### src/verilog/input_filter_defs.vh
// constants for the discrete input noise filter
`ifndef INPUT_FILTER_DEFS_VH
`define INPUT_FILTER_DEFS_VH

`define NUM_INPUTS 16
`define IDX_W 4
`define TIME_W 15
`define SCAN_LAST_IDX 4'hf

// clock rate and one microsecond tick
`define CLK_FREQ_HZ 40000000
`define US_PER_S 1000000
`define CYCLES_PER_US (`CLK_FREQ_HZ / `US_PER_S)
`define DIV_W 6
// last divider count, one less than the cycles in a microsecond
`define DIV_LAST_CNT 6'h27

// filter times in microseconds
`define TIME_DEFAULT_US 15'h0001
`define TIME_MAX_US 15'h4e20

// register byte addresses
`define ADR_W 8
`define REG_CTRL 8'h00
`define REG_FILTERED 8'h04
`define REG_RAW 8'h08
`define REG_NOISE 8'h0c
`define REG_TIME_BASE 8'h40
`define REG_TIME_MASK 8'hc0

// control register fields
`define CTRL_MODE_BIT 0
`define MODE_DEFAULT 1'b0
`define MODE_MANUAL 1'b1

// both low byte lanes must be enabled for 16-bit fields
`define SEL_LOW 2'b11

`endif

### src/verilog/filter_time_ram.v
// per-input filter time store, one write port and two registered read ports
`timescale 1ns/100ps
`default_nettype none
`include "input_filter_defs.vh"

module filter_time_ram (
  input wire clock_i,
  input wire rst_i,
  input wire wr_en_i,
  input wire [`IDX_W-1:0] wr_addr_i,
  input wire [`TIME_W-1:0] wr_data_i,
  input wire [`IDX_W-1:0] rd_a_addr_i,
  output reg [`TIME_W-1:0] rd_a_data_o,
  input wire [`IDX_W-1:0] rd_b_addr_i,
  output reg [`TIME_W-1:0] rd_b_data_o
);

  reg [`TIME_W-1:0] mem_q [0:`NUM_INPUTS-1];
  integer k;

  // every entry starts at the default time
  always @(posedge clock_i or posedge rst_i) begin
    if (rst_i) begin
      for (k = 0; k < `NUM_INPUTS; k = k + 1) begin
        mem_q[k] <= `TIME_DEFAULT_US; // RULE2
      end
    end else if (wr_en_i) begin
      mem_q[wr_addr_i] <= wr_data_i; // RULE5
    end
  end

  always @(posedge clock_i or posedge rst_i) begin
    if (rst_i) begin
      rd_a_data_o <= {`TIME_W{1'b0}};
      rd_b_data_o <= {`TIME_W{1'b0}};
    end else begin
      rd_a_data_o <= mem_q[rd_a_addr_i];
      rd_b_data_o <= mem_q[rd_b_addr_i];
    end
  end

endmodule
`default_nettype wire

### src/verilog/input_noise_filter.v
// sixteen-input noise filter with wishbone register access
// Summary of operation
// RULE1 - pulses shorter than filter time are dropped
// RULE2 - times 0 to 20000 us, default 1
// RULE3 - default mode uses built-in time everywhere
// RULE4 - manual mode uses each input's own time
// RULE5 - sixteen independent per-input filter times
// RULE6 - output follows after full stable time
//
// Chosen here: the Wishbone register port and the register offsets.
`timescale 1ns/100ps
`default_nettype none
`include "input_filter_defs.vh"

module input_noise_filter (
  input wire clock_i,
  input wire rst_i,
  input wire [`NUM_INPUTS-1:0] discrete_inputs_i,
  output wire [`NUM_INPUTS-1:0] filtered_inputs_o,
  input wire wb_cyc_i,
  input wire wb_stb_i,
  input wire wb_we_i,
  input wire [`ADR_W-1:0] wb_adr_i,
  input wire [3:0] wb_sel_i,
  input wire [31:0] wb_dat_i,
  output reg [31:0] wb_dat_o,
  output reg wb_ack_o
);

  localparam [1:0] SEQ_IDLE = 2'b01;
  localparam [1:0] SEQ_SCAN = 2'b10;
  localparam [`DIV_W-1:0] DIV_LAST = `DIV_LAST_CNT;
  localparam [`IDX_W-1:0] IDX_LAST = `SCAN_LAST_IDX;

  // true when the address falls in the filter time table
  function is_time_adr;
    input [`ADR_W-1:0] adr;
    begin
      is_time_adr = ((adr & `REG_TIME_MASK) == `REG_TIME_BASE);
    end
  endfunction

  // word index within the table
  function [`IDX_W-1:0] time_idx;
    input [`ADR_W-1:0] adr;
    begin
      time_idx = adr[`IDX_W+1:2];
    end
  endfunction

  // two-stage synchroniser on the field pins
  // the first stage feeds nothing but the second
  reg [`NUM_INPUTS-1:0] raw_meta_q;
  reg [`NUM_INPUTS-1:0] raw_sync_q;

  always @(posedge clock_i or posedge rst_i) begin
    if (rst_i) begin
      raw_meta_q <= {`NUM_INPUTS{1'b0}};
      raw_sync_q <= {`NUM_INPUTS{1'b0}};
    end else begin
      raw_meta_q <= discrete_inputs_i;
      raw_sync_q <= raw_meta_q;
    end
  end

  // one-microsecond tick
  reg [`DIV_W-1:0] div_q;
  wire us_tick;

  assign us_tick = (div_q == DIV_LAST);

  always @(posedge clock_i or posedge rst_i) begin
    if (rst_i) begin
      div_q <= {`DIV_W{1'b0}};
    end else if (us_tick) begin
      div_q <= {`DIV_W{1'b0}};
    end else begin
      div_q <= div_q + 1'b1;
    end
  end

  // bus slave: request seen, then answered one cycle later
  reg pend_q;
  reg mode_q;
  wire bus_req;
  wire bus_wr;
  wire time_wr;
  wire noise_clr;
  wire [`TIME_W-1:0] wr_time;
  wire wr_over;
  wire [`TIME_W-1:0] rd_b_data;

  assign bus_req = wb_cyc_i & wb_stb_i;
  // writes land on the edge where the master samples ack
  assign bus_wr = wb_ack_o & bus_req & wb_we_i;
  assign time_wr = bus_wr & is_time_adr(wb_adr_i) & (wb_sel_i[1:0] == `SEL_LOW);
  assign noise_clr = bus_wr & (wb_adr_i == `REG_NOISE) & (wb_sel_i[1:0] == `SEL_LOW);
  // anything above the largest time, upper bits included, saturates
  assign wr_over = (wb_dat_i > {17'h00000, `TIME_MAX_US});
  assign wr_time = wr_over ? `TIME_MAX_US : wb_dat_i[`TIME_W-1:0]; // RULE2

  always @(posedge clock_i or posedge rst_i) begin
    if (rst_i) begin
      pend_q <= 1'b0;
      wb_ack_o <= 1'b0;
    end else begin
      // no new request is seen while one is pending or in its ack cycle
      pend_q <= bus_req & ~pend_q & ~wb_ack_o;
      wb_ack_o <= pend_q & bus_req;
    end
  end

  always @(posedge clock_i or posedge rst_i) begin
    if (rst_i) begin
      mode_q <= `MODE_DEFAULT;
    end else if (bus_wr & (wb_adr_i == `REG_CTRL) & wb_sel_i[0]) begin
      // each input picks the new mode up at its next scan slot
      mode_q <= wb_dat_i[`CTRL_MODE_BIT];
    end
  end

  // scan sequencer: visits every input once per microsecond
  // an input's slots therefore fall exactly one microsecond apart
  reg [1:0] seq_q;
  reg [`IDX_W-1:0] scan_idx_q;
  reg proc_valid_q;
  reg [`IDX_W-1:0] proc_idx_q;
  wire [`TIME_W-1:0] rd_a_data;
  wire [`TIME_W-1:0] time_eff;

  always @(posedge clock_i or posedge rst_i) begin
    if (rst_i) begin
      seq_q <= SEQ_IDLE;
      scan_idx_q <= {`IDX_W{1'b0}};
    end else begin
      case (seq_q)
        SEQ_IDLE: begin
          scan_idx_q <= {`IDX_W{1'b0}};
          if (us_tick) begin
            seq_q <= SEQ_SCAN;
          end
        end
        SEQ_SCAN: begin
          if (scan_idx_q == IDX_LAST) begin
            seq_q <= SEQ_IDLE;
            scan_idx_q <= {`IDX_W{1'b0}};
          end else begin
            scan_idx_q <= scan_idx_q + 1'b1;
          end
        end
        default: begin
          seq_q <= SEQ_IDLE;
          scan_idx_q <= {`IDX_W{1'b0}};
        end
      endcase
    end
  end

  // the time store answers one cycle after the scan address
  always @(posedge clock_i or posedge rst_i) begin
    if (rst_i) begin
      proc_valid_q <= 1'b0;
      proc_idx_q <= {`IDX_W{1'b0}};
    end else begin
      proc_valid_q <= (seq_q == SEQ_SCAN);
      proc_idx_q <= scan_idx_q;
    end
  end

  // default mode ignores the entered times
  assign time_eff = (mode_q == `MODE_MANUAL) ? rd_a_data : `TIME_DEFAULT_US; // RULE3 RULE4

  // port a serves the scan, port b the bus reads
  filter_time_ram u_times (
    .clock_i(clock_i),
    .rst_i(rst_i),
    .wr_en_i(time_wr),
    .wr_addr_i(time_idx(wb_adr_i)),
    .wr_data_i(wr_time),
    .rd_a_addr_i(scan_idx_q),
    .rd_a_data_o(rd_a_data),
    .rd_b_addr_i(time_idx(wb_adr_i)),
    .rd_b_data_o(rd_b_data)
  );

  // per-input filter channels
  wire [`NUM_INPUTS-1:0] filt_bus;
  wire [`NUM_INPUTS-1:0] noise_evt;
  genvar i;

  generate
    for (i = 0; i < `NUM_INPUTS; i = i + 1) begin : g_chan
      reg [`TIME_W-1:0] count_q;
      reg filt_q;
      reg zero_q;
      reg pend_q;
      reg acc_q;
      wire slot;
      wire [`TIME_W:0] count_inc;
      wire differs;

      assign slot = proc_valid_q & (proc_idx_q == i);
      assign count_inc = {1'b0, count_q} + {{`TIME_W{1'b0}}, 1'b1};
      assign differs = (raw_sync_q[i] != filt_q);

      // zero time is learnt in this input's scan slot
      always @(posedge clock_i or posedge rst_i) begin
        if (rst_i) begin
          zero_q <= 1'b0;
        end else if (slot) begin
          zero_q <= (time_eff == {`TIME_W{1'b0}}); // RULE6
        end
      end

      always @(posedge clock_i or posedge rst_i) begin
        if (rst_i) begin
          count_q <= {`TIME_W{1'b0}};
          filt_q <= 1'b0;
          acc_q <= 1'b0;
        end else if (!differs) begin
          // level fell back before the time ran out: drop it
          count_q <= {`TIME_W{1'b0}}; // RULE1
          acc_q <= 1'b0;
        end else if (zero_q) begin
          filt_q <= raw_sync_q[i]; // RULE6
          count_q <= {`TIME_W{1'b0}};
          acc_q <= 1'b1;
        end else if (slot) begin
          // the first slot may fall just after the change, so one extra
          // slot is counted to be sure the whole time has passed
          if (count_inc > {1'b0, time_eff}) begin // RULE1
            filt_q <= raw_sync_q[i]; // RULE6
            count_q <= {`TIME_W{1'b0}};
            acc_q <= 1'b1;
          end else begin
            count_q <= count_inc[`TIME_W-1:0]; // RULE1
            acc_q <= 1'b0;
          end
        end else begin
          acc_q <= 1'b0;
        end
      end

      always @(posedge clock_i or posedge rst_i) begin
        if (rst_i) begin
          pend_q <= 1'b0;
        end else begin
          pend_q <= differs;
        end
      end

      // a change that returned without being accepted
      // acc_q marks the cycle right after an accepted change
      assign noise_evt[i] = pend_q & ~differs & ~acc_q; // RULE1
      assign filt_bus[i] = filt_q;
    end
  endgenerate

  assign filtered_inputs_o = filt_bus;

  // sticky rejected-pulse flags, write one to clear, set wins
  reg [`NUM_INPUTS-1:0] noise_q;
  wire [`NUM_INPUTS-1:0] noise_clr_mask;

  assign noise_clr_mask = noise_clr ? wb_dat_i[`NUM_INPUTS-1:0] : {`NUM_INPUTS{1'b0}};

  always @(posedge clock_i or posedge rst_i) begin
    if (rst_i) begin
      noise_q <= {`NUM_INPUTS{1'b0}};
    end else begin
      noise_q <= (noise_q & ~noise_clr_mask) | noise_evt;
    end
  end

  // read data, loaded on the answering edge
  reg [31:0] rd_mux;

  always @* begin
    // unused upper bits always read zero
    rd_mux = 32'h0000_0000;
    if (wb_adr_i == `REG_CTRL) begin
      rd_mux[`CTRL_MODE_BIT] = mode_q;
    end else if (wb_adr_i == `REG_FILTERED) begin
      rd_mux[`NUM_INPUTS-1:0] = filt_bus;
    end else if (wb_adr_i == `REG_RAW) begin
      rd_mux[`NUM_INPUTS-1:0] = raw_sync_q;
    end else if (wb_adr_i == `REG_NOISE) begin
      rd_mux[`NUM_INPUTS-1:0] = noise_q;
    end else if (is_time_adr(wb_adr_i)) begin
      rd_mux[`TIME_W-1:0] = rd_b_data;
    end
  end

  always @(posedge clock_i or posedge rst_i) begin
    if (rst_i) begin
      wb_dat_o <= 32'h0000_0000;
    end else if (pend_q & bus_req & ~wb_we_i) begin
      wb_dat_o <= rd_mux;
    end
  end

endmodule
`default_nettype wire
### config.mk
export PLATFORM = sky130hd
export DESIGN_NAME = input_noise_filter
export DESIGN_NICKNAME = d
export VERILOG_FILES = /design/src/verilog/filter_time_ram.v /design/src/verilog/input_noise_filter.v
export VERILOG_INCLUDE_DIRS = /design/src /design/src/verilog
export SDC_FILE = /design/constraint.sdc
export NUM_CORES = 2
export LEC_CHECK = 0
export BUFFER_PORTS_ARGS = -buffer_cell sky130_fd_sc_hd__buf_2
export CORE_ASPECT_RATIO = 2
export CORE_MARGIN = 5
export CORE_UTILIZATION = 50
export CTS_CLUSTER_SIZE = 12
export DETAILED_ROUTE_END_ITERATION = 16
export HOLD_SLACK_MARGIN = 0.08
export PLACE_DENSITY = 0.66
export SYNTH_ARGS = -nofsm -noshare
export SYNTH_HDL_FRONTEND = slang
export SYNTH_HIERARCHICAL = 1
export SYNTH_SLANG_ARGS = --single-unit
export TNS_END_PERCENT = 20
### constraint.sdc
create_clock -name clock_i -period 13.05 [get_ports clock_i]
set_input_delay 0.6525 -clock clock_i [delete_from_list [all_inputs] [get_ports clock_i]]
set_output_delay 0.6525 -clock clock_i [all_outputs]
set_load 0.01 [all_outputs]
==> out/summary.md <==
The flow ran to the end, and the final reports show no timing, DRC or antenna violations. Dividing the synthesized area by the synthesized cell count gives 10.91 sq um. The buffer count from post-CTS setup fixing was 0. After detailed routing, the number of remaining DRC violations is 0.

The most common cell in the netlist was dfrtp_1. Based on the critical path, the design can be clocked at up to 235.0 MHz. The synthesized design contains 658 register bits. Relative to the synthesized area, the layout overhead comes to 9.374%. Input and output buffers added on the ports amount to 95.

The aggregate routed wire length is 112800 um, and the width of the chip is 207.4 um. The primary flip-flop cell chosen by synthesis mapping is dfrtp_1. The first-pass GRT wire length is 174900 um. The run gives 660 ps as the clock latency on the worst-skew pair.

The die covers 83940 sq um. The final hold slack was 115.5 ps. In this run, post-CTS hold repair placed 4 buffers. Counting I/O delays and the setup requirement, the final critical path takes 4255 ps.

The depth of the worst register-to-register path works out to 13. The worst setup path is of the flip-flop to flip-flop kind. Setup repair after global routing left no endpoint under its margin. TritonCTS created 67 clock buffers. For the worst setup path, the data arrival time is 4780 ps. After detailed routing, the number of vias per cell comes to 6.353.

The count of flip-flops with a built-in enable after synthesis works out to 0. For this design the static power due to leakage is 20.34 nW. The worst setup path is captured at a flip-flop. The cell depth of the worst min-delay path was 1; the standard-cell row count was 144.

The logs give 1954 for the violation count after the first detailed-routing iteration and 0.2667 for the total global routing track utilization. The tools report the final-report hold violation count as 0. The critical hold path startpoint was discrete_inputs_i[7].

The tools report the maximum level of the CTS H-tree as 3. Counting along the longest clock path gives a buffer depth of 3. The worst register-to-register path begins at g_chan[10].count_q[0]$_DFFE_PP0P_. The effective utilization at floorplan came out at 0.5052. The region available for standard cell placement spans 77110 sq um. The height of the chip is 404.8 um, and the slew at the pin with the worst max-slew slack is 1282 ps.

The number of unique standard cell types used by synthesis was 84. The cell sitting at the root of the clock tree is a clkbuf_16. The final worst-path cycle share works out to 0.3261.

The area fraction of the dominant cell type after synthesis works out to 0.4117. Detailed placement finished with a half-perimeter wire length of 77840 um. The classification of the worst-slack hold path is input port to flip-flop.

The share of async-settable or async-resettable flops after synthesis is 1.000. The repair_antennas step left the layout with diodes totalling 0. Sorting the synthesized cells by how often they occur yields dfrtp_1 (641), nand2_1 (351), mux2_2 (268), ha_1 (258), nor2_1 (164). TritonCTS built the clock tree. The first detailed-routing pass took 7 iterations. Entering global routing, the biggest net connects 141 pins.

The cell area after synthesis is 38960 sq um. The endpoint of the worst hold-timing path is raw_meta_q[7]$_DFF_PP0_. The warning count from the yosys run is 6, and the register clock-pin slew on the reported worst setup and hold paths is 60 ps. STA classifies the critical path startpoint as a flip-flop. For the required arrival time at the worst endpoint, the log shows 13580 ps. Clock skew on the completed layout was measured at 33.85 ps. The endpoint of the lowest-slack register-to-register path was g_chan[10].filt_q$_DFFE_PP0P_.

The power per unit of standard cell area was 96.05 nW/um^2. The initial antenna violation count was 6. In the final routed layout, each cell accounts on average for 23.96 um. Max-cap violations in this run came to 0.

For the relative slew slack, the log shows 0.1455. VDD sags by at most 0.1016 mV. Of all nets on the critical path, the largest fanout is 19.

After synthesis, the cell types taking the most area are dfrtp_1 (41%), ha_1 (8.3%), mux2_2 (7.7%). The total via count after detailed routing is 29.90k, and the total overflow reported by the global router is 0. The final max-slew violation count was 0; the slack of the worst reg-to-reg path was 8790 ps. Instance count of the mapped netlist: 3570.

The net count of the finished layout is 3966. The share of post-route cells with drive strength above 1 was 0.2041. Once detail routing completed, the nets flagged for antenna violations numbered 0. After clock tree synthesis, the repair step resized 0 gates.

The final sum of negative setup slack is 0 ps, and the via count of the first global-routing pass is 30.93k. The biggest area consumer among synthesized cells was dfrtp_1. The sequential cell area fraction in the yosys report was 0.4232; the total number of clock tree sinks was 658. For the placer congestion estimate, the log shows 0.8892.

The final number of setup-violating endpoints was 0; the top-level port count was 114.
metrics by stage:
step,cell area (sq um),cells,worst slack [ps],power (mW),utilization
2_1_floorplan,39020,3585,1615,2.183,-
3_3_place_gp,40500,4592,8802,2.240,0.5252
3_5_place_dp,40500,4592,8804,2.241,0.5252
4_1_cts,42610,4707,8754,4.135,0.5526
5_1_grt,42610,4707,8399,4.225,0.5526
6_report,42610,4707,8795,4.093,0.5526
critical path, cell delays in order (launching register included):
cell	delay [ps]
dfrtp_1	480
ha_1	290
inv_1	80
or2_2	340
nor2_1	250
nand4_1	160
xnor2_1	190
ha_1	310
nand4_1	110
nor4_1	400
o21ai_0	160
a32o_1	520
a21oi_1	470
mux2_2	380
worst max path at each step:
stage,to,from,slack (ps),depth (start not counted)
floorplan,div_q[0]$_DFF_PP0_,rst_i,1610,1
finish,g_chan[10].filt_q$_DFFE_PP0P_,g_chan[10].count_q[0]$_DFFE_PP0P_,8790,13
detailed placement,g_chan[10].filt_q$_DFFE_PP0P_,g_chan[10].count_q[0]$_DFFE_PP0P_,8800,13
global placement,g_chan[10].filt_q$_DFFE_PP0P_,g_chan[10].count_q[0]$_DFFE_PP0P_,8800,13
global route,g_chan[10].filt_q$_DFFE_PP0P_,g_chan[10].count_q[0]$_DFFE_PP0P_,8400,13
CTS,g_chan[10].filt_q$_DFFE_PP0P_,g_chan[10].count_q[0]$_DFFE_PP0P_,8750,13
layout make-up:
class | instances | area (sq um)
fill | 6861 | 34500
multi-input combinational | 2685 | 21450
sequential | 658 | 16490
clock buffer | 102 | 1919
tap | 1022 | 1279
timing repair buffer | 172 | 1081
inverter | 59 | 236.5
clock inverter | 9 | 151.4
logic make-up (layout without fill, tap and decap cells):
family,after synthesis,count (layout),share of synthesized area
compound gates,728,728,0.1354
buf+inv,242,342,0.02868
simple gates,1130,1130,0.1455
fa+ha+maj,258,258,0.08285
xor+xnor,162,162,0.03642
other cells,1,16,0.00009625
flops,658,658,0.4232
mux,391,391,0.1479
sequential cells by signal, indices dropped and copies added, names as in the netlist, 4 cells and up:
| register | count |
|---|---|
| g_chan.filt_q | 16 |
| proc_idx_q | 4 |
| g_chan.pend_q | 16 |
| g_chan.count_q | 240 |
| wb_dat_o | 16 |
| u_times/rd_b_data_o | 15 |
| div_q | 6 |
| raw_sync_q | 16 |
| scan_idx_q | 4 |
| noise_q | 16 |
| u_times/mem_q | 240 |
| g_chan.zero_q | 16 |
| g_chan.acc_q | 16 |
| raw_meta_q | 16 |
| u_times/rd_a_data_o | 15 |
cells in the final DEF (no fill, tap or decap), types with 33 or more instances in the layout:
cell	count
dfrtp_1	639
nand2_1	351
mux2_2	268
ha_1	258
nor2_1	155
a21oi_1	141
nand3_1	130
mux4_2	121
xnor2_1	113
buf_2	93
a22o_1	92
o21ai_0	88
nand4_1	88
and3_1	74
buf_4	74
clkbuf_16	68
a21o_1	62
nor3_1	62
a22oi_1	61
inv_1	57
nor2b_1	54
a32o_1	50
xor2_1	49
or2_2	49
o211ai_1	40
nand2b_1	39
a2111oi_0	35
and2_1	33
per-layer routing:
metal / track usage / part of all wire / routed length (um)
met5: 0 / 0.00040 / 45
met4: 0.1359 / 0.060 / 6716
met3: 0.03881 / 0.049 / 5542
met2: 0.4902 / 0.52 / 58680
met1: 0.3000 / 0.37 / 41780
power breakdown:
| group | switching (mW) | internal (mW) |
|---|---|---|
| clock network | 0.848 | 1.04 |
| registers | 0.00681 | 2.05 |
| logic | 0.111 | 0.0353 |
| total | 0.966 | 3.13 |
Note: power is estimated with default switching activity, not from simulation.
